**src/page_ext_defs.svh**
```systemverilog
// offsets, field positions, reset values and boundary pages of the
// paged address extender; assumes a 12-bit apb byte address.
`ifndef PAGE_EXT_DEFS_SVH
`define PAGE_EXT_DEFS_SVH

// apb byte offsets, one aligned 32-bit word each
`define OFS_READ_PAGE   12'h000
`define OFS_WRITE_PAGE  12'h004
`define OFS_STATUS      12'h008
`define OFS_MASK        12'h00c

// page register widths
`define READ_PAGE_W     10
`define WRITE_PAGE_W    9

// page register reset values (page zero would trap at once)
`define READ_PAGE_RST   10'h001
`define WRITE_PAGE_RST  9'h001

// status and mask bit positions
`define EV_ADVANCE      0
`define EV_TO_BASE      1
`define EV_WRAP         2
`define EV_TRAP         3
`define EV_W            4
`define STATUS_RST      4'h0
`define MASK_RST        4'h0

// boundary pages, compared on a 10-bit page value
`define PG_EDS_LAST     10'h1ff
`define PG_LSW_LAST     10'h2ff
`define PG_MSB_FIRST    10'h300
`define PG_MSB_LAST     10'h3ff
`define PG_PSV_LOW      10'h001
`define PG_LSW_FIRST    10'h200
`define PG_ZERO         10'h000

`endif

```
**src/page_ext_pkg.sv**
```systemverilog
// types shared by the paged address extender and its bench;
// assumes the request comes from the cpu address generator.
`default_nettype none

package page_ext_pkg;

    // addressing mode of the effective address calculation
    typedef enum logic [2:0] {
        MODE_PLAIN   = 3'b000,   // no modification
        MODE_PREPOST = 3'b001,   // pre or post modified indirect
        MODE_OFFSET  = 3'b010,   // register offset indirect
        MODE_MODULO  = 3'b011,   // modulo addressing
        MODE_BITREV  = 3'b100    // bit-reversed addressing
    } mode_type;

    // which space the final address lands in
    typedef enum logic [1:0] {
        SPACE_BASE = 2'b00,
        SPACE_EDS  = 2'b01,
        SPACE_PSV  = 2'b10
    } space_type;

    // one access from the address generator
    typedef struct packed {
        logic        valid;      // access this cycle
        logic        write;      // 1 write, 0 read
        logic        psv_write;  // write aimed at program space
        logic        step_inc;   // 1 pointer stepped up, 0 down
        mode_type    mode;       // addressing mode
        logic [15:0] orig_ea;    // pointer before modification
        logic [15:0] calc_ea;    // pointer after modification
    } agu_req_type;

    // extended address handed back one cycle later
    typedef struct packed {
        logic        valid;      // result valid
        logic [23:0] addr;       // 24-bit address
        space_type   space;      // target space
        logic        trap;       // address error trap
    } agu_rsp_type;

endpackage

`default_nettype wire

```
**src/page_step.sv**
```systemverilog
// boundary-aware page stepper, purely combinational;
// assumes the caller has already decided overflow, underflow or wrap.
`default_nettype none
`include "page_ext_defs.svh"

module page_step #(
    parameter int PW = 10                    // page width as compared
) (
    input  wire logic [PW-1:0] cur_page,
    input  wire logic          is_write,
    input  wire logic          ovf,
    input  wire logic          unf,
    input  wire logic          wrap,
    output logic      [PW-1:0] new_page,
    output logic               keep_b15,
    output logic               to_base
);

    // read overflow at the last eds or last msb page stops
    wire rd_ovf_stop = !is_write && ovf &&
        (cur_page == `PG_EDS_LAST || cur_page == `PG_MSB_LAST);
    // write overflow at the last eds page stops
    wire wr_ovf_stop = is_write && ovf &&
        (cur_page == `PG_EDS_LAST);
    // read underflow at the low psv page or first lsw page stops
    wire rd_unf_stop = !is_write && unf &&
        (cur_page == `PG_PSV_LOW || cur_page == `PG_LSW_FIRST);

    // wrap modes never leave the page, so no boundary stop
    assign to_base  = !wrap && (rd_ovf_stop || wr_ovf_stop ||
                                rd_unf_stop);
    // bit 15 comes back set on overflow or underflow unless the access fell to base
    assign keep_b15 = (ovf || unf) && !to_base;

    // 0x2ff to 0x300 and back are the plain step on 10 bits
    assign new_page = (wrap || to_base) ? cur_page :
                      ovf ? cur_page + PW'(1) :
                      unf ? cur_page - PW'(1) :
                      cur_page;

endmodule

`default_nettype wire

```
**src/page_ext.sv**
```systemverilog
// paged data space address extender with apb register access;
// assumes the address generator presents one access per cycle and
// that apb inputs are synchronous to pclk.
`default_nettype none
`include "page_ext_defs.svh"

module page_ext #(
    parameter int ADDR_W = 12                 // apb address width
) (
    input  wire logic                      pclk,
    input  wire logic                      presetn,
    input  wire logic                      psel,
    input  wire logic                      penable,
    input  wire logic                      pwrite,
    input  wire logic [ADDR_W-1:0]         paddr,
    input  wire logic [31:0]               pwdata,
    output logic      [31:0]               prdata,
    output logic                           pready,
    output logic                           pslverr,
    input  wire page_ext_pkg::agu_req_type agu_req,
    output page_ext_pkg::agu_rsp_type      agu_rsp,
    output logic                           irq
);

    // register state
    logic [`READ_PAGE_W-1:0]  rd_page_ff;    // read page register
    logic [`WRITE_PAGE_W-1:0] wr_page_ff;    // write page register
    logic [`EV_W-1:0]         status_ff;     // sticky events
    logic [`EV_W-1:0]         mask_ff;       // interrupt enables
    logic [31:0]              prdata_ff;     // read data
    logic                     pready_ff;     // access ready
    logic                     pslverr_ff;    // unmapped answer
    logic                     irq_ff;        // interrupt level
    page_ext_pkg::agu_rsp_type rsp_ff;       // registered result

    // apb phase decode
    wire setup   = psel && !penable;
    wire apb_end = psel && penable && pready_ff;
    wire apb_wr  = apb_end && pwrite;
    wire [ADDR_W-1:0] word_addr = {paddr[ADDR_W-1:2], 2'b00};

    // register selects
    wire sel_rdpg  = word_addr == ADDR_W'(`OFS_READ_PAGE);
    wire sel_wrpg  = word_addr == ADDR_W'(`OFS_WRITE_PAGE);
    wire sel_stat  = word_addr == ADDR_W'(`OFS_STATUS);
    wire sel_mask  = word_addr == ADDR_W'(`OFS_MASK);
    wire mapped    = sel_rdpg || sel_wrpg || sel_stat || sel_mask;

    // read mux, narrow registers sit in the low bits
    wire [31:0] rd_mux =
        sel_rdpg ? {22'h00_0000, rd_page_ff} :
        sel_wrpg ? {23'h00_0000, wr_page_ff} :
        sel_stat ? {28'h000_0000, status_ff} :
        sel_mask ? {28'h000_0000, mask_ff} :
        32'h0000_0000;

    // apb answer: ready in the first cycle of the access phase
    wire        nxt_pready  = setup && !pready_ff;
    wire [31:0] nxt_prdata  = setup ? rd_mux : prdata_ff;
    wire        nxt_pslverr = setup ? !mapped : pslverr_ff;

    // access decode
    wire in_window = agu_req.orig_ea[15];
    wire crossed   = in_window && !agu_req.calc_ea[15];
    wire mode_pp   = agu_req.mode == page_ext_pkg::MODE_PREPOST;
    wire mode_wrap = agu_req.mode == page_ext_pkg::MODE_OFFSET ||
                     agu_req.mode == page_ext_pkg::MODE_MODULO ||
                     agu_req.mode == page_ext_pkg::MODE_BITREV;
    wire det_ovf   = mode_pp && crossed && agu_req.step_inc;
    wire det_unf   = mode_pp && crossed && !agu_req.step_inc;
    wire det_wrap  = mode_wrap && crossed;

    // the page of this access's own direction only
    wire [`READ_PAGE_W-1:0] sel_page = agu_req.write ?
        {1'b0, wr_page_ff} : rd_page_ff;

    // boundary stepper outputs
    logic [`READ_PAGE_W-1:0] step_page;
    logic                    step_b15;
    logic                    step_base;

    page_step #(
        .PW       (`READ_PAGE_W)
    ) u_step (
        .cur_page (sel_page),
        .is_write (agu_req.write),
        .ovf      (det_ovf),
        .unf      (det_unf),
        .wrap     (det_wrap),
        .new_page (step_page),
        .keep_b15 (step_b15),
        .to_base  (step_base)
    );

    // corrected effective address
    wire fix_b15 = crossed ? (step_b15 || det_wrap) :
                   agu_req.calc_ea[15];
    wire [15:0] fin_ea = {fix_b15, agu_req.calc_ea[14:0]};
    wire [`READ_PAGE_W-1:0] use_page = (det_ovf || det_unf) ?
                                       step_page : sel_page;
    wire page_chg = agu_req.valid && (use_page != sel_page);

    // final address formation
    wire is_psv = !agu_req.write && use_page[9];
    wire [23:0] ext_addr = {use_page[8:0], fin_ea[14:0]};
    wire [23:0] base_addr = {8'h00, fin_ea};
    wire [23:0] fin_addr = fix_b15 ? ext_addr : base_addr;
    wire page_zero = use_page == `PG_ZERO;
    wire trap_cond = (fix_b15 && page_zero) ||
                     (agu_req.write && agu_req.psv_write);
    page_ext_pkg::space_type fin_space;
    assign fin_space = !fix_b15 ? page_ext_pkg::SPACE_BASE :
                       is_psv ? page_ext_pkg::SPACE_PSV :
                       page_ext_pkg::SPACE_EDS;

    page_ext_pkg::agu_rsp_type nxt_rsp;
    assign nxt_rsp = '{valid: agu_req.valid,
                       addr:  fin_addr,
                       space: fin_space,
                       trap:  agu_req.valid && trap_cond};

    // page register next values; hardware stepping beats software
    wire hw_rd = page_chg && !agu_req.write;
    wire hw_wr = page_chg && agu_req.write;
    wire [`READ_PAGE_W-1:0] nxt_rd_page =
        hw_rd ? use_page :
        (apb_wr && sel_rdpg) ? pwdata[`READ_PAGE_W-1:0] : rd_page_ff;
    wire [`WRITE_PAGE_W-1:0] nxt_wr_page =
        hw_wr ? use_page[`WRITE_PAGE_W-1:0] :
        (apb_wr && sel_wrpg) ? pwdata[`WRITE_PAGE_W-1:0] : wr_page_ff;

    // events, set wins over a same-cycle write-one-to-clear
    // so a clear that lands with a new event never loses the event
    logic [`EV_W-1:0] events;
    assign events[`EV_ADVANCE] = page_chg;
    assign events[`EV_TO_BASE] = agu_req.valid && crossed && step_base;
    assign events[`EV_WRAP]    = agu_req.valid && det_wrap;
    assign events[`EV_TRAP]    = agu_req.valid && trap_cond;
    wire [`EV_W-1:0] w1c = (apb_wr && sel_stat) ?
                           pwdata[`EV_W-1:0] : `STATUS_RST;
    wire [`EV_W-1:0] nxt_status = (status_ff & ~w1c) | events;
    wire [`EV_W-1:0] nxt_mask = (apb_wr && sel_mask) ?
                                pwdata[`EV_W-1:0] : mask_ff;
    wire nxt_irq = |(nxt_status & nxt_mask);

    // page registers
    always_ff @(posedge pclk or negedge presetn) begin
        if (!presetn) begin
            rd_page_ff <= `READ_PAGE_RST;
            wr_page_ff <= `WRITE_PAGE_RST;
        end else begin
            rd_page_ff <= nxt_rd_page;
            wr_page_ff <= nxt_wr_page;
        end
    end

    // status, mask and interrupt level
    always_ff @(posedge pclk or negedge presetn) begin
        if (!presetn) begin
            status_ff <= `STATUS_RST;
            mask_ff   <= `MASK_RST;
            irq_ff    <= 1'b0;
        end else begin
            status_ff <= nxt_status;
            mask_ff   <= nxt_mask;
            irq_ff    <= nxt_irq;
        end
    end

    // apb answer registers
    always_ff @(posedge pclk or negedge presetn) begin
        if (!presetn) begin
            pready_ff  <= 1'b0;
            prdata_ff  <= 32'h0000_0000;
            pslverr_ff <= 1'b0;
        end else begin
            pready_ff  <= nxt_pready;
            prdata_ff  <= nxt_prdata;
            pslverr_ff <= nxt_pslverr;
        end
    end

    // result register, one cycle behind the request
    always_ff @(posedge pclk or negedge presetn) begin
        if (!presetn) begin
            rsp_ff <= '0;
        end else begin
            rsp_ff <= nxt_rsp;
        end
    end

    assign prdata  = prdata_ff;
    assign pready  = pready_ff;
    assign pslverr = pslverr_ff;
    assign agu_rsp = rsp_ff;
    assign irq     = irq_ff;

    wire rq_rd = agu_req.valid && !agu_req.write;
    wire rq_wr = agu_req.valid && agu_req.write;
endmodule

`default_nettype wire

```
**config.mk**
```make
export PLATFORM = sky130hd
export DESIGN_NAME = page_ext
export DESIGN_NICKNAME = d
export VERILOG_FILES = /design/src/page_ext_pkg.sv /design/src/page_step.sv /design/src/page_ext.sv
export VERILOG_INCLUDE_DIRS = /design/src
export SDC_FILE = /design/constraint.sdc
export NUM_CORES = 1
export LEC_CHECK = 0
export ABC_AREA = 1
export BUFFER_PORTS_ARGS = -buffer_cell sky130_fd_sc_hd__buf_2
export CORE_MARGIN = 2
export CORE_UTILIZATION = 45
export DETAILED_ROUTE_END_ITERATION = 7
export GPL_TIMING_DRIVEN = 0
export PLACE_DENSITY = 0.81
export RECOVER_POWER = 100
export SETUP_SLACK_MARGIN = 0.05
export SKIP_CTS_REPAIR_TIMING = 1
export SLEW_MARGIN = 5
export SYNTH_ARGS = -nofsm -noshare
export SYNTH_HDL_FRONTEND = slang
export SYNTH_SLANG_ARGS = --single-unit
```
**constraint.sdc**
```tcl
create_clock -name pclk -period 2.65 [get_ports pclk]
set_input_delay 0.3975 -clock pclk [delete_from_list [all_inputs] [get_ports pclk]]
set_output_delay 0.3975 -clock pclk [all_outputs]
set_load 0.02 [all_outputs]
```
Word-level counts from Yosys, hierarchy flattened
Index checks and enable logic that the tools add are counted.
{"block": "classes", "bitwise": 4, "mux": 19, "addsub": 2, "n_reduce_logical": 58, "eq_ne": 12}
{"op": "2-to-1 mux 10 bit", "count": 8}
{"op": "logical AND 1 bit", "count": 32}
{"op": "2-to-1 mux 9 bit", "count": 3}
{"op": "2-to-1 mux 24 bit", "count": 1}
{"op": "== test 10 x 1 -> 1 bit (second input constant)", "count": 2}
{"op": "== test 10 bit (second input constant)", "count": 2}
{"op": "== test 10 x 2 -> 1 bit (second input constant)", "count": 2}
{"op": "2-to-1 mux 4 bit", "count": 4}
{"op": "logical OR 1 bit", "count": 13}
{"op": "zero test 12 bit", "count": 1}
{"op": "adder 10 x 1 -> 10 bit (second input constant)", "count": 1}
{"op": "== test 10 x 9 -> 1 bit (second input constant)", "count": 1}
{"op": "zero test 10 bit", "count": 1}
{"op": "!= test 10 bit", "count": 1}
{"op": "subtractor 10 x 1 -> 10 bit (second input constant)", "count": 1}
{"op": "bitwise AND 4 bit", "count": 2}
{"op": "zero test 1 bit", "count": 8}
{"op": "== test 3 x 2 -> 1 bit (second input constant)", "count": 2}
{"op": "2-to-1 mux 2 bit", "count": 2}
{"op": "inverter 4 bit", "count": 1}
{"op": "OR 4 bit", "count": 1}
{"op": "nonzero test 2 bit", "count": 2}
{"op": "OR reduction 4 bit", "count": 1}
{"op": "== test 3 x 1 -> 1 bit (second input constant)", "count": 1}
{"op": "2 further kinds", "count": 2}
{"block": "totals", "out_inout_bits": 63, "register_bits": 90, "inputBits": 88}

Longest topological paths before layout
Gate-level depths: netlist (run 1).
{"block": "depth", "depth_word": 19, "ltp_mapped": 26, "depth_no_buf": 26}

By module
A second synthesis (run 1) with hierarchy kept.
{"block": "unflattened", "cells_unflattened": 616, "hier_area_um2": 4355.4}
{"module": "page_ext", "area_per_inst_um2": 3774.9, "instances": 1, "cells_each": 494}
{"module": "page_step", "area_per_inst_um2": 580.6, "instances": 1, "cells_each": 122}

Least setup slack after synthesis (run 1)
Ideal clock, no wire load.
{"block": "synth_timing", "path_type": "input to register", "startpoint": "input agu_req[37] (netlist bit)", "endpoint": "register rd_page_ff[6]", "t_required_ns": 2.523, "stages": 20, "arrival_time_ns": 2.729, "setup_slack_ns": -0.206, "setup_time_ns": 0.127, "cell_sequence": "buf_6 > o21ai_4 > inv_2 > ha_1 > nand3_1 > nor2_2 > nand2_1 > inv_1 > ha_1 > o21ai_0 > nor2_1 > nand2_2 > nand3_4 > nor2_2 > inv_2 > nor2_8 > inv_2 > buf_2 > nor3_1 > o22ai_1"}
{"block": "synth_via", "elab_chain_cells": 14}
{"element": "from (decl)", "line": "page_ext.sv:20", "text": "input wire page_ext_pkg::agu_req_type agu_req,"}
{"element": "branches (longest 14 deep; another with subtractor 10 x 1 -> 10 bit)"}
{"element": "to (signal assigned)", "line": "page_ext.sv:149", "text": "rd_page_ff <= `READ_PAGE_RST;"}
{"element": "to (signal assigned)", "line": "page_ext.sv:152", "text": "rd_page_ff <= nxt_rd_page;"}
{"element": "to (decl)", "line": "page_ext.sv:26", "text": "logic [`READ_PAGE_W-1:0] rd_page_ff;"}
Several ways; the timed one is not identified.
A chain may end at the register's enable or synchronous reset.

Final worst setup path (run 1)
{"block": "layout_timing", "startpoint": "register rd_page_ff[0]", "endpoint": "register wr_page_ff[4]"}
{"block": "layout_via", "elab_chain_cells": 14}
{"element": "2-to-1 mux 10 bit *", "line": "page_ext.sv:74", "text": "wire [`READ_PAGE_W-1:0] sel_page = agu_req.write ?"}
{"element": "branches (longest 13 deep; another with subtractor 10 x 1 -> 10 bit)"}
{"element": "to (signal assigned)", "line": "page_ext.sv:150", "text": "wr_page_ff <= `WRITE_PAGE_RST;"}
{"element": "to (signal assigned)", "line": "page_ext.sv:153", "text": "wr_page_ff <= nxt_wr_page;"}
{"element": "to (decl)", "line": "page_ext.sv:27", "text": "logic [`WRITE_PAGE_W-1:0] wr_page_ff;"}
Every way passes the cells marked *.

==> results_tabular.tex, run 1 <==
\begin{tabular}{lr}
\hline
Metric & Value \\
\hline
\multicolumn{2}{l}{\textbf{Status}} \\
Outcome & finished, violations left \\
Violated checks & negative setup slack \\
\multicolumn{2}{l}{\textbf{Setup path}} \\
Endpoint kind of the worst setup timing path & flop \\
Startpoint type of the worst setup path & flop \\
Setup CP Type & flop to flop \\
Arrival @ worst endpoint & 3.36 ns \\
Number of cell instances on the worst register-to-register path & 21 \\
Worst Path Max Fanout & 5 \\
Critical Path RT & 2.89 ns \\
\multicolumn{2}{l}{\textbf{Floorplanning}} \\
Die area & 9890 um\^{}2 \\
Initial core utilization & 0.468 \\
Die extent in y & 99.4 um \\
Core area & 8760 um\^{}2 \\
Number of placement rows & 34 \\
Number of ports placed on the die boundary & 151 \\
Floorplan die width & 99.4 um \\
\multicolumn{2}{l}{\textbf{Placement}} \\
Worst setup slack before clock tree synthesis & -0.830 ns \\
DP HPWL & 8.52 mm \\
Weighted congestion at the end of routability-driven global placement & 0.926 \\
Number of buffers inserted by port buffering & 89 \\
\multicolumn{2}{l}{\textbf{Drt}} \\
Initial DRC Count & 286 \\
Post-DRT Antenna Nets & 0 \\
Detailed Route WL & 12.1 mm \\
Avg WL per Cell & 15.3 um \\
DRT Pass-1 Iters & 5 \\
Vias post-DR & 4,166 \\
Detailed-route DRC error count & 0 \\
Vias per std cell & 5.27 \\
\multicolumn{2}{l}{\textbf{Logic synthesis}} \\
Post-Syn Area & 4100 um\^{}2 \\
Number of register bits inferred by synthesis & 68 \\
Sequential share of the synthesized area & 0.416 \\
Post-synth top area cell & sky130\_fd\_sc\_hd\_\_dfrtp\_1 \\
Yosys warns & 0 \\
Commonest register cell after synthesis & sky130\_fd\_sc\_hd\_\_dfrtp\_1 \\
Post-synth ARST share & 1.00 \\
Number of distinct library cell variants in the gate-level netlist after synthesis & 44 \\
Number of enable-type register cells in the synthesized netlist & 0 \\
Top cell type's share of synthesized area & 0.403 \\
Cell types with the largest area share after synthesis & sky130\_fd\_sc\_hd\_\_dfrtp\_1 40\%, sky130\_fd\_sc\_hd\_\_nand2\_1 12\%, sky130\_fd\_sc\_hd\_\_nor2\_1 5.6\%, sky130\_fd\_sc\_hd\_\_inv\_1 5.2\%, sky130\_fd\_sc\_hd\_\_buf\_4 4.0\% \\
Syn avg cell area & 7.79 um\^{}2 \\
Synthesized netlist cell count & 526 \\
\multicolumn{2}{l}{\textbf{Clock network}} \\
TritonCTS clock tree & yes \\
TritonCTS Buffers & 9 \\
Register clock-pin slew on the reported worst setup and hold paths & 0.08 ns \\
Root buffer cell & sky130\_fd\_sc\_hd\_\_clkbuf\_8 \\
CTS Buffer Depth & 2 \\
H-tree depth & 3 \\
Number of clock sinks & 68 \\
Skew-Pair Late Insertion Delay & 0.36 ns \\
\multicolumn{2}{l}{\textbf{STA}} \\
Final count of hold timing violations & 0 \\
RSZ-0062 raised after global routing & true \\
Final sum of negative setup slack & -7.93 ns \\
Total setup violations reported at the end of the flow & 22 \\
Worst-margin pin slew & 0.914 ns \\
Clock Skew & 0.00836 ns \\
Slew HR & 0.386 \\
Maximum achievable frequency & 0.321 GHz \\
Final worst path period need & 3.12 ns \\
Final period util & 1.18 \\
Final Max Slew Viols & 0 \\
Worst setup slack after layout & -0.467 ns \\
Worst slack on hold paths & 0.133 ns \\
\multicolumn{2}{l}{\textbf{Cells and area}} \\
Number of fill cells in the layout & 770 \\
Count of antenna diodes in the layout & 0 \\
Most common library cell in the layout ignoring fill and taps & sky130\_fd\_sc\_hd\_\_nand2\_1 \\
Area occupied by multi-input gates & 2220 um\^{}2 \\
Area growth, synth to finish & 34.4\% \\
Area used by sequential logic in the layout & 1700 um\^{}2 \\
Number of nets in the layout & 771 \\
Final core occ & 0.628 \\
Share of cells above drive strength 1 & 0.376 \\
Highest-count cells in the layout ignoring fill and taps & 123 x sky130\_fd\_sc\_hd\_\_nand2\_1, 87 x sky130\_fd\_sc\_hd\_\_buf\_2, 66 x sky130\_fd\_sc\_hd\_\_dfrtp\_1 \\
\multicolumn{2}{l}{\textbf{Power and ir drop}} \\
Internal portion of total power & 1.96 mW \\
Combinational power share & 0.266 \\
Worst IR drop on VDD & 0.305 mV \\
Total power density per cell area & 544 nW/um\^{}2 \\
Switching power & 1.03 mW \\
Switching Share & 0.344 \\
Leakage power of the design & 2.85 nW \\
Clk network pwr share & 0.331 \\
Portion of total power attributed to sequential cells & 0.402 \\
\multicolumn{2}{l}{\textbf{Job}} \\
Max-cap violations & 0 \\
\multicolumn{2}{l}{\textbf{GRT}} \\
Wire length of the first global-routing pass & 18.1 mm \\
Largest net degree at the start of global routing & 69 \\
Number of antenna violations at the first check in global routing & 0 \\
Total routing resource utilization after global routing & 0.233 \\
Total global routing overflow & 0 \\
Number of global-route vias before repair & 3,761 \\
\multicolumn{2}{l}{\textbf{Min path}} \\
Path category of the worst min-delay check & input port to asynchronous set/reset pin \\
\hline
\end{tabular}
[final timing paths]
| check | from | endpoint | slack, ns |
|---|---|---|---|
| worst max-delay path | rd_page_ff[0] | wr_page_ff[4] | -0.47 |
| worst min-delay path | presetn | agu_rsp[15] | 0.13 |
| worst max register to register | rd_page_ff[0] | wr_page_ff[4] | -0.47 |
| worst min register to register | pready | pready | 0.46 |
| max in group asynchronous | presetn | agu_rsp[5] | 1.93 |
| min in group pclk | agu_req[3] | agu_rsp[6] | 0.13 |
[registers in the layout, summed over array words and instances, names as in the netlist]
register / flops
pslverr: 1
prdata: 10
wr_page_ff: 9
rd_page_ff: 10
mask_ff: 4
irq: 1
status_ff: 4
agu_rsp: 28
pready: 1
[power groups by stage]
stage	combinational [mW]	clock (mW)	sequential (mW)
after floorplan	0.433	0	1.26
after global placement	0.677	0	1.21
after detailed placement	0.693	0	1.22
after CTS	0.697	1.00	1.20
after global routing	0.874	1.04	1.21
final	0.798	0.992	1.20
[Yosys cell counts (2+ instances only)]
cell type / count
sky130_fd_sc_hd__a21oi_1: 16
sky130_fd_sc_hd__a221oi_1: 6
sky130_fd_sc_hd__a32o_1: 4
sky130_fd_sc_hd__buf_4: 22
sky130_fd_sc_hd__buf_6: 3
sky130_fd_sc_hd__clkbuf_1: 3
sky130_fd_sc_hd__dfrtp_1: 66
sky130_fd_sc_hd__dfstp_2: 2
sky130_fd_sc_hd__ha_1: 5
sky130_fd_sc_hd__inv_1: 57
sky130_fd_sc_hd__inv_2: 8
sky130_fd_sc_hd__nand2_1: 129
sky130_fd_sc_hd__nand2_2: 20
sky130_fd_sc_hd__nand2_4: 3
sky130_fd_sc_hd__nand3_1: 24
sky130_fd_sc_hd__nand3_2: 2
sky130_fd_sc_hd__nand4_1: 7
sky130_fd_sc_hd__nor2_1: 61
sky130_fd_sc_hd__nor2_2: 9
sky130_fd_sc_hd__nor2_4: 3
sky130_fd_sc_hd__nor2_8: 2
sky130_fd_sc_hd__nor3_1: 5
sky130_fd_sc_hd__nor3_2: 3
sky130_fd_sc_hd__o21ai_0: 27
sky130_fd_sc_hd__o21ai_1: 5
sky130_fd_sc_hd__o21ai_4: 2
sky130_fd_sc_hd__o221ai_1: 5
sky130_fd_sc_hd__o22ai_1: 8
sky130_fd_sc_hd__xor2_1: 4
[worst max-delay path: stages, from the launching register on]
cell	delay, ns
sky130_fd_sc_hd__dfstp_2	0.40
sky130_fd_sc_hd__o21ai_4	0.23
sky130_fd_sc_hd__inv_4	0.08
sky130_fd_sc_hd__ha_4	0.18
sky130_fd_sc_hd__nand3_4	0.06
sky130_fd_sc_hd__nor2_4	0.05
sky130_fd_sc_hd__nand2_2	0.07
sky130_fd_sc_hd__inv_2	0.05
sky130_fd_sc_hd__ha_4	0.15
sky130_fd_sc_hd__o21ai_2	0.12
sky130_fd_sc_hd__nor2_2	0.06
sky130_fd_sc_hd__nand2_2	0.15
sky130_fd_sc_hd__nand3_4	0.12
sky130_fd_sc_hd__buf_6	0.17
sky130_fd_sc_hd__buf_6	0.11
sky130_fd_sc_hd__nor2_4	0.09
sky130_fd_sc_hd__inv_4	0.06
sky130_fd_sc_hd__buf_4	0.14
sky130_fd_sc_hd__nor2_4	0.26
sky130_fd_sc_hd__clkinvlp_4	0.23
sky130_fd_sc_hd__nor2_1	0.14
sky130_fd_sc_hd__o22ai_1	0.09
[kinds of logic (layout without fill, tap and decap cells)]
kind of cell | Yosys count | count (layout) | synth area share
buf+inv | 95 | 230 | 0.113
flops | 68 | 68 | 0.416
xor+xnor | 4 | 4 | 0.00855
other cells | 1 | 22 | 0.000915
simple gates | 275 | 276 | 0.324
fa+ha+maj | 5 | 5 | 0.0153
compound gates | 78 | 78 | 0.122
[stage by stage]
stage / instances / power, mW / instance area (um^2)
2_1_floorplan: 547 / 1.69 / 4220
3_3_place_gp: 744 / 1.89 / 4800
3_5_place_dp: 744 / 1.91 / 4810
4_1_cts: 760 / 2.90 / 5030
5_1_grt: 791 / 3.13 / 5510
6_report: 791 / 2.99 / 5510
[metal layers]
layer	vias up	part of all wire	GRT usage
li1	1972	-	-
met1	1959	0.41	0.310
met2	198	0.48	0.367
met3	37	0.070	0.0365
met4	0	0.034	0.120
met5	-	0	0
[final cells by class]
class	instances	share of cell area
Multi-Input combinational cell	385	0.403
Sequential cell	68	0.310
Timing Repair Buffer	118	0.129
Inverter	66	0.0493
Buffer	29	0.0425
Tap cell	108	0.0245
Clock buffer	9	0.0225
Clock inverter	7	0.0180
Timing Repair inverter	1	0.00136
No activity file was read; power rests on OpenSTA's default activity.
==> run 2: changes to the inputs <==
PLACE_DENSITY = 0.8   (was 0.81)
SYNTH_HIERARCHICAL = 1   (was not set)
==> run 2 against run 1 <==
  * The run ends with max-capacitance violations, max-slew violations, negative setup slack left
  * Final area is 0.36% higher
  * Sequential power is 17% higher
  * Non-clock buffer count is 4 higher
  * Total power is 32% higher
  * Synthesized cell count is 17% higher
  * Critical path depth stayed put
  * Sequential cell count stayed put
  * Setup slack better by 0.062 ns
  * Highest routed layer unchanged
==> results_tabular.tex, run 2 <==
\begin{tabular}{lr}
\hline
Metric & Value \\
\hline
\multicolumn{2}{l}{\textbf{Placement}} \\
Number of buffers inserted by port buffering & 89 \\
DP HPWL & 8.62 mm \\
Worst setup slack before clock tree synthesis & -0.602 ns \\
Weighted congestion at the end of routability-driven global placement & 0.938 \\
Cells after DPL & 855 \\
Standard cell area after detailed placement & 5070 um\^{}2 \\
\multicolumn{2}{l}{\textbf{Power and ir drop}} \\
Clk network pwr share & 0.214 \\
Switching power & 1.63 mW \\
Switching Share & 0.414 \\
Combinational power share & 0.431 \\
Total power density per cell area & 715 nW/um\^{}2 \\
Internal portion of total power & 2.32 mW \\
Portion of total power attributed to sequential cells & 0.355 \\
Leakage power of the design & 2.81 nW \\
Overall power & 3.95 mW \\
Worst IR drop on VDD & 0.360 mV \\
\multicolumn{2}{l}{\textbf{Logic synthesis}} \\
Most frequent cell after synthesis & sky130\_fd\_sc\_hd\_\_nand2\_1 \\
Sequential share of the synthesized area & 0.391 \\
Top cell type's share of synthesized area & 0.379 \\
Synthesized netlist cell count & 616 \\
Post-synth ARST share & 1.00 \\
Cell types with the largest area share after synthesis & sky130\_fd\_sc\_hd\_\_dfrtp\_1 38\%, sky130\_fd\_sc\_hd\_\_nand2\_1 16\%, sky130\_fd\_sc\_hd\_\_nand3\_1 6.8\%, sky130\_fd\_sc\_hd\_\_inv\_1 6.2\%, sky130\_fd\_sc\_hd\_\_nor2\_1 5.4\% \\
Post-synth top area cell & sky130\_fd\_sc\_hd\_\_dfrtp\_1 \\
Commonest register cell after synthesis & sky130\_fd\_sc\_hd\_\_dfrtp\_1 \\
Yosys warns & 6 \\
Ranking of synthesized cells by instance count & 185 x sky130\_fd\_sc\_hd\_\_nand2\_1, 72 x sky130\_fd\_sc\_hd\_\_inv\_1, 66 x sky130\_fd\_sc\_hd\_\_dfrtp\_1, 63 x sky130\_fd\_sc\_hd\_\_nor2\_1, 59 x sky130\_fd\_sc\_hd\_\_nand3\_1 \\
Post-Syn Area & 4360 um\^{}2 \\
Number of distinct library cell variants in the gate-level netlist after synthesis & 38 \\
Syn avg cell area & 7.07 um\^{}2 \\
Number of register bits inferred by synthesis & 68 \\
Number of enable-type register cells in the synthesized netlist & 0 \\
\multicolumn{2}{l}{\textbf{Cells and area}} \\
Area growth, synth to finish & 26.9\% \\
Number of nets in the layout & 848 \\
Most common library cell in the layout ignoring fill and taps & sky130\_fd\_sc\_hd\_\_nand2\_1 \\
Count of antenna diodes in the layout & 0 \\
Share of cells above drive strength 1 & 0.266 \\
Final core occ & 0.592 \\
Flip-flop count of the largest register after layout & 28 \\
Number of cells in the finished layout apart from fillers & 891 \\
Highest-count cells in the layout ignoring fill and taps & 175 x sky130\_fd\_sc\_hd\_\_nand2\_1, 66 x sky130\_fd\_sc\_hd\_\_dfrtp\_1, 60 x sky130\_fd\_sc\_hd\_\_inv\_1 \\
Fin area & 5530 um\^{}2 \\
\multicolumn{2}{l}{\textbf{Setup path}} \\
Endpoint kind of the worst setup timing path & flop \\
Critical Path RT & 2.90 ns \\
Reg-to-reg critical path endpoint & rd\_page\_ff[2] \\
Startpoint type of the worst setup path & flop \\
Cells along the critical path & inv\_4, o21ai\_4, ha\_2, nand2\_1, nor2\_4, nand3\_4, nand3\_4, buf\_6, nor3\_2, nor2\_1, inv\_1, nand3\_1, nand4\_1, nor2\_2, nand2\_2, buf\_4, nand3\_4, buf\_4, nand2\_1, nand2\_1, nand2\_1 \\
Number of cell instances on the worst register-to-register path & 21 \\
Worst Path Max Fanout & 7 \\
Source of the critical timing path & wr\_page\_ff[0] \\
Origin of the critical flop-to-flop path & wr\_page\_ff[0] \\
Worst path max stage delay & 0.56 ns \\
Max stage delay cell, worst path & sky130\_fd\_sc\_hd\_\_dfstp\_2 \\
Worst reg2reg setup slack & -0.40 ns \\
End of the critical path & rd\_page\_ff[2] \\
Arrival @ worst endpoint & 3.30 ns \\
Setup CP Type & flop to flop \\
Cell repeated most along the worst path & sky130\_fd\_sc\_hd\_\_nand2\_1 \\
\multicolumn{2}{l}{\textbf{Floorplanning}} \\
Die extent in y & 102 um \\
Number of ports placed on the die boundary & 151 \\
Number of placement rows & 35 \\
Die area & 10,500 um\^{}2 \\
Initial core utilization & 0.467 \\
Floorplan die width & 102 um \\
Core area & 9330 um\^{}2 \\
\multicolumn{2}{l}{\textbf{STA}} \\
Slew HR & -0.0922 \\
Worst slack on hold paths & 0.152 ns \\
Clock Skew & 0.00487 ns \\
Final sum of negative setup slack & -7.29 ns \\
Worst-margin pin slew & 1.64 ns \\
Maximum achievable frequency & 0.327 GHz \\
Worst setup slack after layout & -0.404 ns \\
Final worst path period need & 3.05 ns \\
Final period util & 1.15 \\
Final Max Slew Viols & 69 \\
Final count of hold timing violations & 0 \\
RSZ-0062 raised after global routing & true \\
Total setup violations reported at the end of the flow & 23 \\
\multicolumn{2}{l}{\textbf{Clock network}} \\
TritonCTS clock tree & yes \\
Skew-Pair Late Insertion Delay & 0.35 ns \\
TritonCTS Buffers & 9 \\
Number of clock sinks & 68 \\
H-tree depth & 3 \\
Register clock-pin slew on the reported worst setup and hold paths & 0.08 ns \\
Root buffer cell & sky130\_fd\_sc\_hd\_\_clkbuf\_8 \\
CTS Buffer Depth & 2 \\
\multicolumn{2}{l}{\textbf{GRT}} \\
Met2 track utilization from global routing & 0.366 \\
Number of antenna violations at the first check in global routing & 0 \\
Most Used Layer, Global Route & met2 \\
Total global routing overflow & 0 \\
Number of global-route vias before repair & 3,872 \\
Total routing resource utilization after global routing & 0.215 \\
Met1 usage & 0.280 \\
Wire length of the first global-routing pass & 17.8 mm \\
Global-route met3 utilization & 0.0376 \\
Largest net degree at the start of global routing & 69 \\
\multicolumn{2}{l}{\textbf{Drt}} \\
Avg WL per Cell & 13.5 um \\
Initial DRC Count & 330 \\
DRT Pass-1 Iters & 5 \\
Vias post-DR & 4,477 \\
Post-DRT Antenna Nets & 0 \\
Vias per std cell & 5.02 \\
Detailed-route DRC error count & 0 \\
Detailed Route WL & 12.1 mm \\
\multicolumn{2}{l}{\textbf{Min path}} \\
Path category of the worst min-delay check & input port to flop \\
\multicolumn{2}{l}{\textbf{Status}} \\
Violated checks & max-capacitance violations, max-slew violations, negative setup slack \\
Outcome & finished, violations left \\
\multicolumn{2}{l}{\textbf{Job}} \\
Max-cap violations & 1 \\
\hline
\end{tabular}
run 2: cells by family (layout without fill, tap and decap cells):
logic type	count (synthesis)	count (layout)	share of synthesized area
other cells	1	22	0.000861
buf+inv	122	247	0.142
fa+ha+maj	3	3	0.00862
flops	68	68	0.391
compound gates	58	58	0.0810
simple gates	364	364	0.377
run 2: worst min-delay path by stage:
| stage | from | endpoint | slack, ns | cells after the start |
|---|---|---|---|---|
| after floorplan | presetn | agu_rsp[0] | 0.10 | 0 |
| after global placement | pready | pready | 0.43 | 1 |
| after detailed placement | pready | pready | 0.46 | 1 |
| after CTS | agu_req[13] | agu_rsp[16] | 0.14 | 1 |
| after global routing | agu_req[1] | agu_rsp[4] | 0.14 | 1 |
| final | agu_req[3] | agu_rsp[6] | 0.15 | 1 |
run 2: final cells by class:
class	instances	area, um^2
clock inverters	6	63.8
multi-input cells	447	2270
repair buffers	109	569
fillers	845	3800
inverters	80	303
well taps	129	161
plain buffers	42	330
clock buffers	10	128
flip-flops and latches	68	1700
run 2: worst max-delay path, delay by kind of cell, from the launching register on:
family / cells / cell delay, ns
fa+ha+maj: 1 / 0.23
compound gates: 1 / 0.20
buf+inv: 5 / 0.57
flops: 1 / 0.56
simple gates: 14 / 1.40
run 2: power groups by stage:
stage,registers [mW],logic [mW],clock network (mW)
2_1_floorplan,1.43,0.959,0
3_3_place_gp,1.39,1.34,0
3_5_place_dp,1.40,1.38,0
4_1_cts,1.38,1.39,0.856
5_1_grt,1.42,1.87,0.904
6_report,1.40,1.70,0.845
run 2: metal layers:
layer  routed length (um)  vias to the layer above
met1                 4840                     1996
met4                  344                        0
met5                    0                        -
met2                 5810                      235
li1                     -                     2207
met3                 1060                       39
==> run 3: changes to the inputs <==
PLACE_DENSITY = 0.76   (was 0.8)
==> run 3 against run 2 <==
  * The run still ends with max-capacitance violations, max-slew violations, negative setup slack left
  * Global-route usage is 0.76 points higher
  * Register-to-register slack hardly changed
  * Clock skew is 0.0078 ns higher
  * Core utilization is 1.3 points lower
  * Cell count is 0.79% lower
  * Combinational power is 8% lower
  * Critical path depth is 2 higher
  * Via count is 3.0% lower
  * Die area stayed put
==> results_tabular.tex, run 3 (synthesis results as in run 2) <==
\begin{tabular}{lr}
\hline
Metric & Value \\
\hline
\multicolumn{2}{l}{\textbf{GRT}} \\
Number of global-route vias before repair & 3,859 \\
Met1 usage & 0.285 \\
Wire length of the first global-routing pass & 18.3 mm \\
Global-route met3 utilization & 0.0260 \\
Most Used Layer, Global Route & met2 \\
Largest net degree at the start of global routing & 69 \\
Number of antenna violations at the first check in global routing & 0 \\
Total global routing overflow & 0 \\
Met2 track utilization from global routing & 0.388 \\
Total routing resource utilization after global routing & 0.223 \\
\multicolumn{2}{l}{\textbf{Cells and area}} \\
Highest-count cells in the layout ignoring fill and taps & 179 x sky130\_fd\_sc\_hd\_\_nand2\_1, 66 x sky130\_fd\_sc\_hd\_\_dfrtp\_1, 63 x sky130\_fd\_sc\_hd\_\_inv\_1 \\
Final core occ & 0.579 \\
Fin area & 5400 um\^{}2 \\
Count of antenna diodes in the layout & 0 \\
Number of nets in the layout & 841 \\
Flip-flop count of the largest register after layout & 28 \\
Share of cells above drive strength 1 & 0.244 \\
Most common library cell in the layout ignoring fill and taps & sky130\_fd\_sc\_hd\_\_nand2\_1 \\
Area growth, synth to finish & 24.1\% \\
Number of cells in the finished layout apart from fillers & 884 \\
\multicolumn{2}{l}{\textbf{Floorplanning}} \\
Initial core utilization & 0.467 \\
Number of placement rows & 35 \\
Die extent in y & 102 um \\
Floorplan die width & 102 um \\
Number of ports placed on the die boundary & 151 \\
Die area & 10,500 um\^{}2 \\
Core area & 9330 um\^{}2 \\
\multicolumn{2}{l}{\textbf{Placement}} \\
DP HPWL & 8.98 mm \\
Weighted congestion at the end of routability-driven global placement & 0.910 \\
Cells after DPL & 855 \\
Standard cell area after detailed placement & 5070 um\^{}2 \\
Worst setup slack before clock tree synthesis & -0.675 ns \\
Number of buffers inserted by port buffering & 89 \\
\multicolumn{2}{l}{\textbf{Power and ir drop}} \\
Switching power & 1.59 mW \\
Worst IR drop on VDD & 0.355 mV \\
Combinational power share & 0.409 \\
Overall power & 3.83 mW \\
Leakage power of the design & 2.76 nW \\
Total power density per cell area & 709 nW/um\^{}2 \\
Switching Share & 0.415 \\
Clk network pwr share & 0.227 \\
Portion of total power attributed to sequential cells & 0.363 \\
Internal portion of total power & 2.24 mW \\
\multicolumn{2}{l}{\textbf{STA}} \\
Total setup violations reported at the end of the flow & 24 \\
Final sum of negative setup slack & -7.67 ns \\
Worst setup slack after layout & -0.404 ns \\
Maximum achievable frequency & 0.327 GHz \\
Slew HR & -0.0777 \\
RSZ-0062 raised after global routing & true \\
Final period util & 1.15 \\
Worst slack on hold paths & 0.144 ns \\
Worst-margin pin slew & 1.62 ns \\
Final count of hold timing violations & 0 \\
Clock Skew & 0.0127 ns \\
Final Max Slew Viols & 69 \\
Final worst path period need & 3.05 ns \\
\multicolumn{2}{l}{\textbf{Setup path}} \\
Endpoint kind of the worst setup timing path & flop \\
Number of cell instances on the worst register-to-register path & 23 \\
End of the critical path & wr\_page\_ff[6] \\
Worst reg2reg setup slack & -0.40 ns \\
Source of the critical timing path & wr\_page\_ff[0] \\
Setup CP Type & flop to flop \\
Worst Path Max Fanout & 6 \\
Origin of the critical flop-to-flop path & wr\_page\_ff[0] \\
Reg-to-reg critical path endpoint & wr\_page\_ff[6] \\
Critical Path RT & 2.90 ns \\
Arrival @ worst endpoint & 3.31 ns \\
Startpoint type of the worst setup path & flop \\
\multicolumn{2}{l}{\textbf{Clock network}} \\
H-tree depth & 3 \\
TritonCTS clock tree & yes \\
Skew-Pair Late Insertion Delay & 0.35 ns \\
Register clock-pin slew on the reported worst setup and hold paths & 0.08 ns \\
Root buffer cell & sky130\_fd\_sc\_hd\_\_clkbuf\_8 \\
TritonCTS Buffers & 9 \\
CTS Buffer Depth & 2 \\
Number of clock sinks & 68 \\
\multicolumn{2}{l}{\textbf{Status}} \\
Violated checks & max-capacitance violations, max-slew violations, negative setup slack \\
Outcome & finished, violations left \\
\multicolumn{2}{l}{\textbf{Drt}} \\
Vias post-DR & 4,342 \\
Initial DRC Count & 251 \\
Avg WL per Cell & 13.2 um \\
Detailed Route WL & 11.6 mm \\
Post-DRT Antenna Nets & 0 \\
Vias per std cell & 4.91 \\
DRT Pass-1 Iters & 5 \\
Detailed-route DRC error count & 0 \\
\multicolumn{2}{l}{\textbf{Min path}} \\
Path category of the worst min-delay check & input port to flop \\
\multicolumn{2}{l}{\textbf{Job}} \\
Max-cap violations & 1 \\
\hline
\end{tabular}
[run 3: cell types whose count changed in the layout (fill, tap and decap cells not counted), sizes merged]
cell      delta
clkbuf       -2
clkinvlp     +1
buf          -6
[run 3: routing by layer]
layer | part of all wire | vias to the layer above
li1 | - | 2187
met1 | 0.43 | 1975
met2 | 0.48 | 152
met3 | 0.058 | 28
met4 | 0.031 | 0
met5 | 0 | -
[run 3: critical path: stages, from the launching register on]
cell and delay (ns):
sky130_fd_sc_hd__dfstp_2 0.57, sky130_fd_sc_hd__inv_4 0.05, sky130_fd_sc_hd__o21ai_4 0.24, sky130_fd_sc_hd__ha_2 0.24, sky130_fd_sc_hd__nand2_1 0.08, sky130_fd_sc_hd__nor2_4 0.15
sky130_fd_sc_hd__nand3_2 0.16, sky130_fd_sc_hd__nand3_4 0.12, sky130_fd_sc_hd__buf_6 0.14, sky130_fd_sc_hd__nor2_1 0.04, sky130_fd_sc_hd__nand2_1 0.06, sky130_fd_sc_hd__nand2_1 0.07
sky130_fd_sc_hd__inv_2 0.06, sky130_fd_sc_hd__nor2_1 0.04, sky130_fd_sc_hd__o21ai_1 0.12, sky130_fd_sc_hd__nand2_1 0.09, sky130_fd_sc_hd__nor2_2 0.12, sky130_fd_sc_hd__nand2_2 0.07
sky130_fd_sc_hd__buf_6 0.14, sky130_fd_sc_hd__nand3_4 0.09, sky130_fd_sc_hd__buf_6 0.14, sky130_fd_sc_hd__nand3_2 0.06, sky130_fd_sc_hd__nand2_1 0.06, sky130_fd_sc_hd__inv_1 0.04
[run 3: final cells by class]
cell class	instances	area, um^2
Buffer	42	324
Clock buffer	9	124
Clock inverter	7	75.1
Fill cell	922	3920
Inverter	80	303
Multi-Input combinational cell	447	2210
Sequential cell	68	1700
Tap cell	129	161
Timing Repair Buffer	102	499
[run 3: worst min path at each step]
stage / from / cells after the start / slack (ns) / endpoint
5_1_grt: agu_req[14] / 1 / 0.13 / agu_rsp[17]
6_report: agu_req[14] / 1 / 0.14 / agu_rsp[17]
2_1_floorplan: presetn / 0 / 0.10 / agu_rsp[0]
3_5_place_dp: pready / 1 / 0.46 / pready
3_3_place_gp: pready / 1 / 0.43 / pready
4_1_cts: agu_req[14] / 1 / 0.14 / agu_rsp[17]
[run 3: power by group through the flow]
stage / Combinational [mW] / Clock, mW / Sequential [mW]
after floorplan: 0.959 / 0 / 1.43
after global placement: 1.35 / 0 / 1.39
after detailed placement: 1.39 / 0 / 1.40
after CTS: 1.39 / 0.878 / 1.38
after global routing: 1.74 / 0.930 / 1.42
final: 1.57 / 0.871 / 1.39
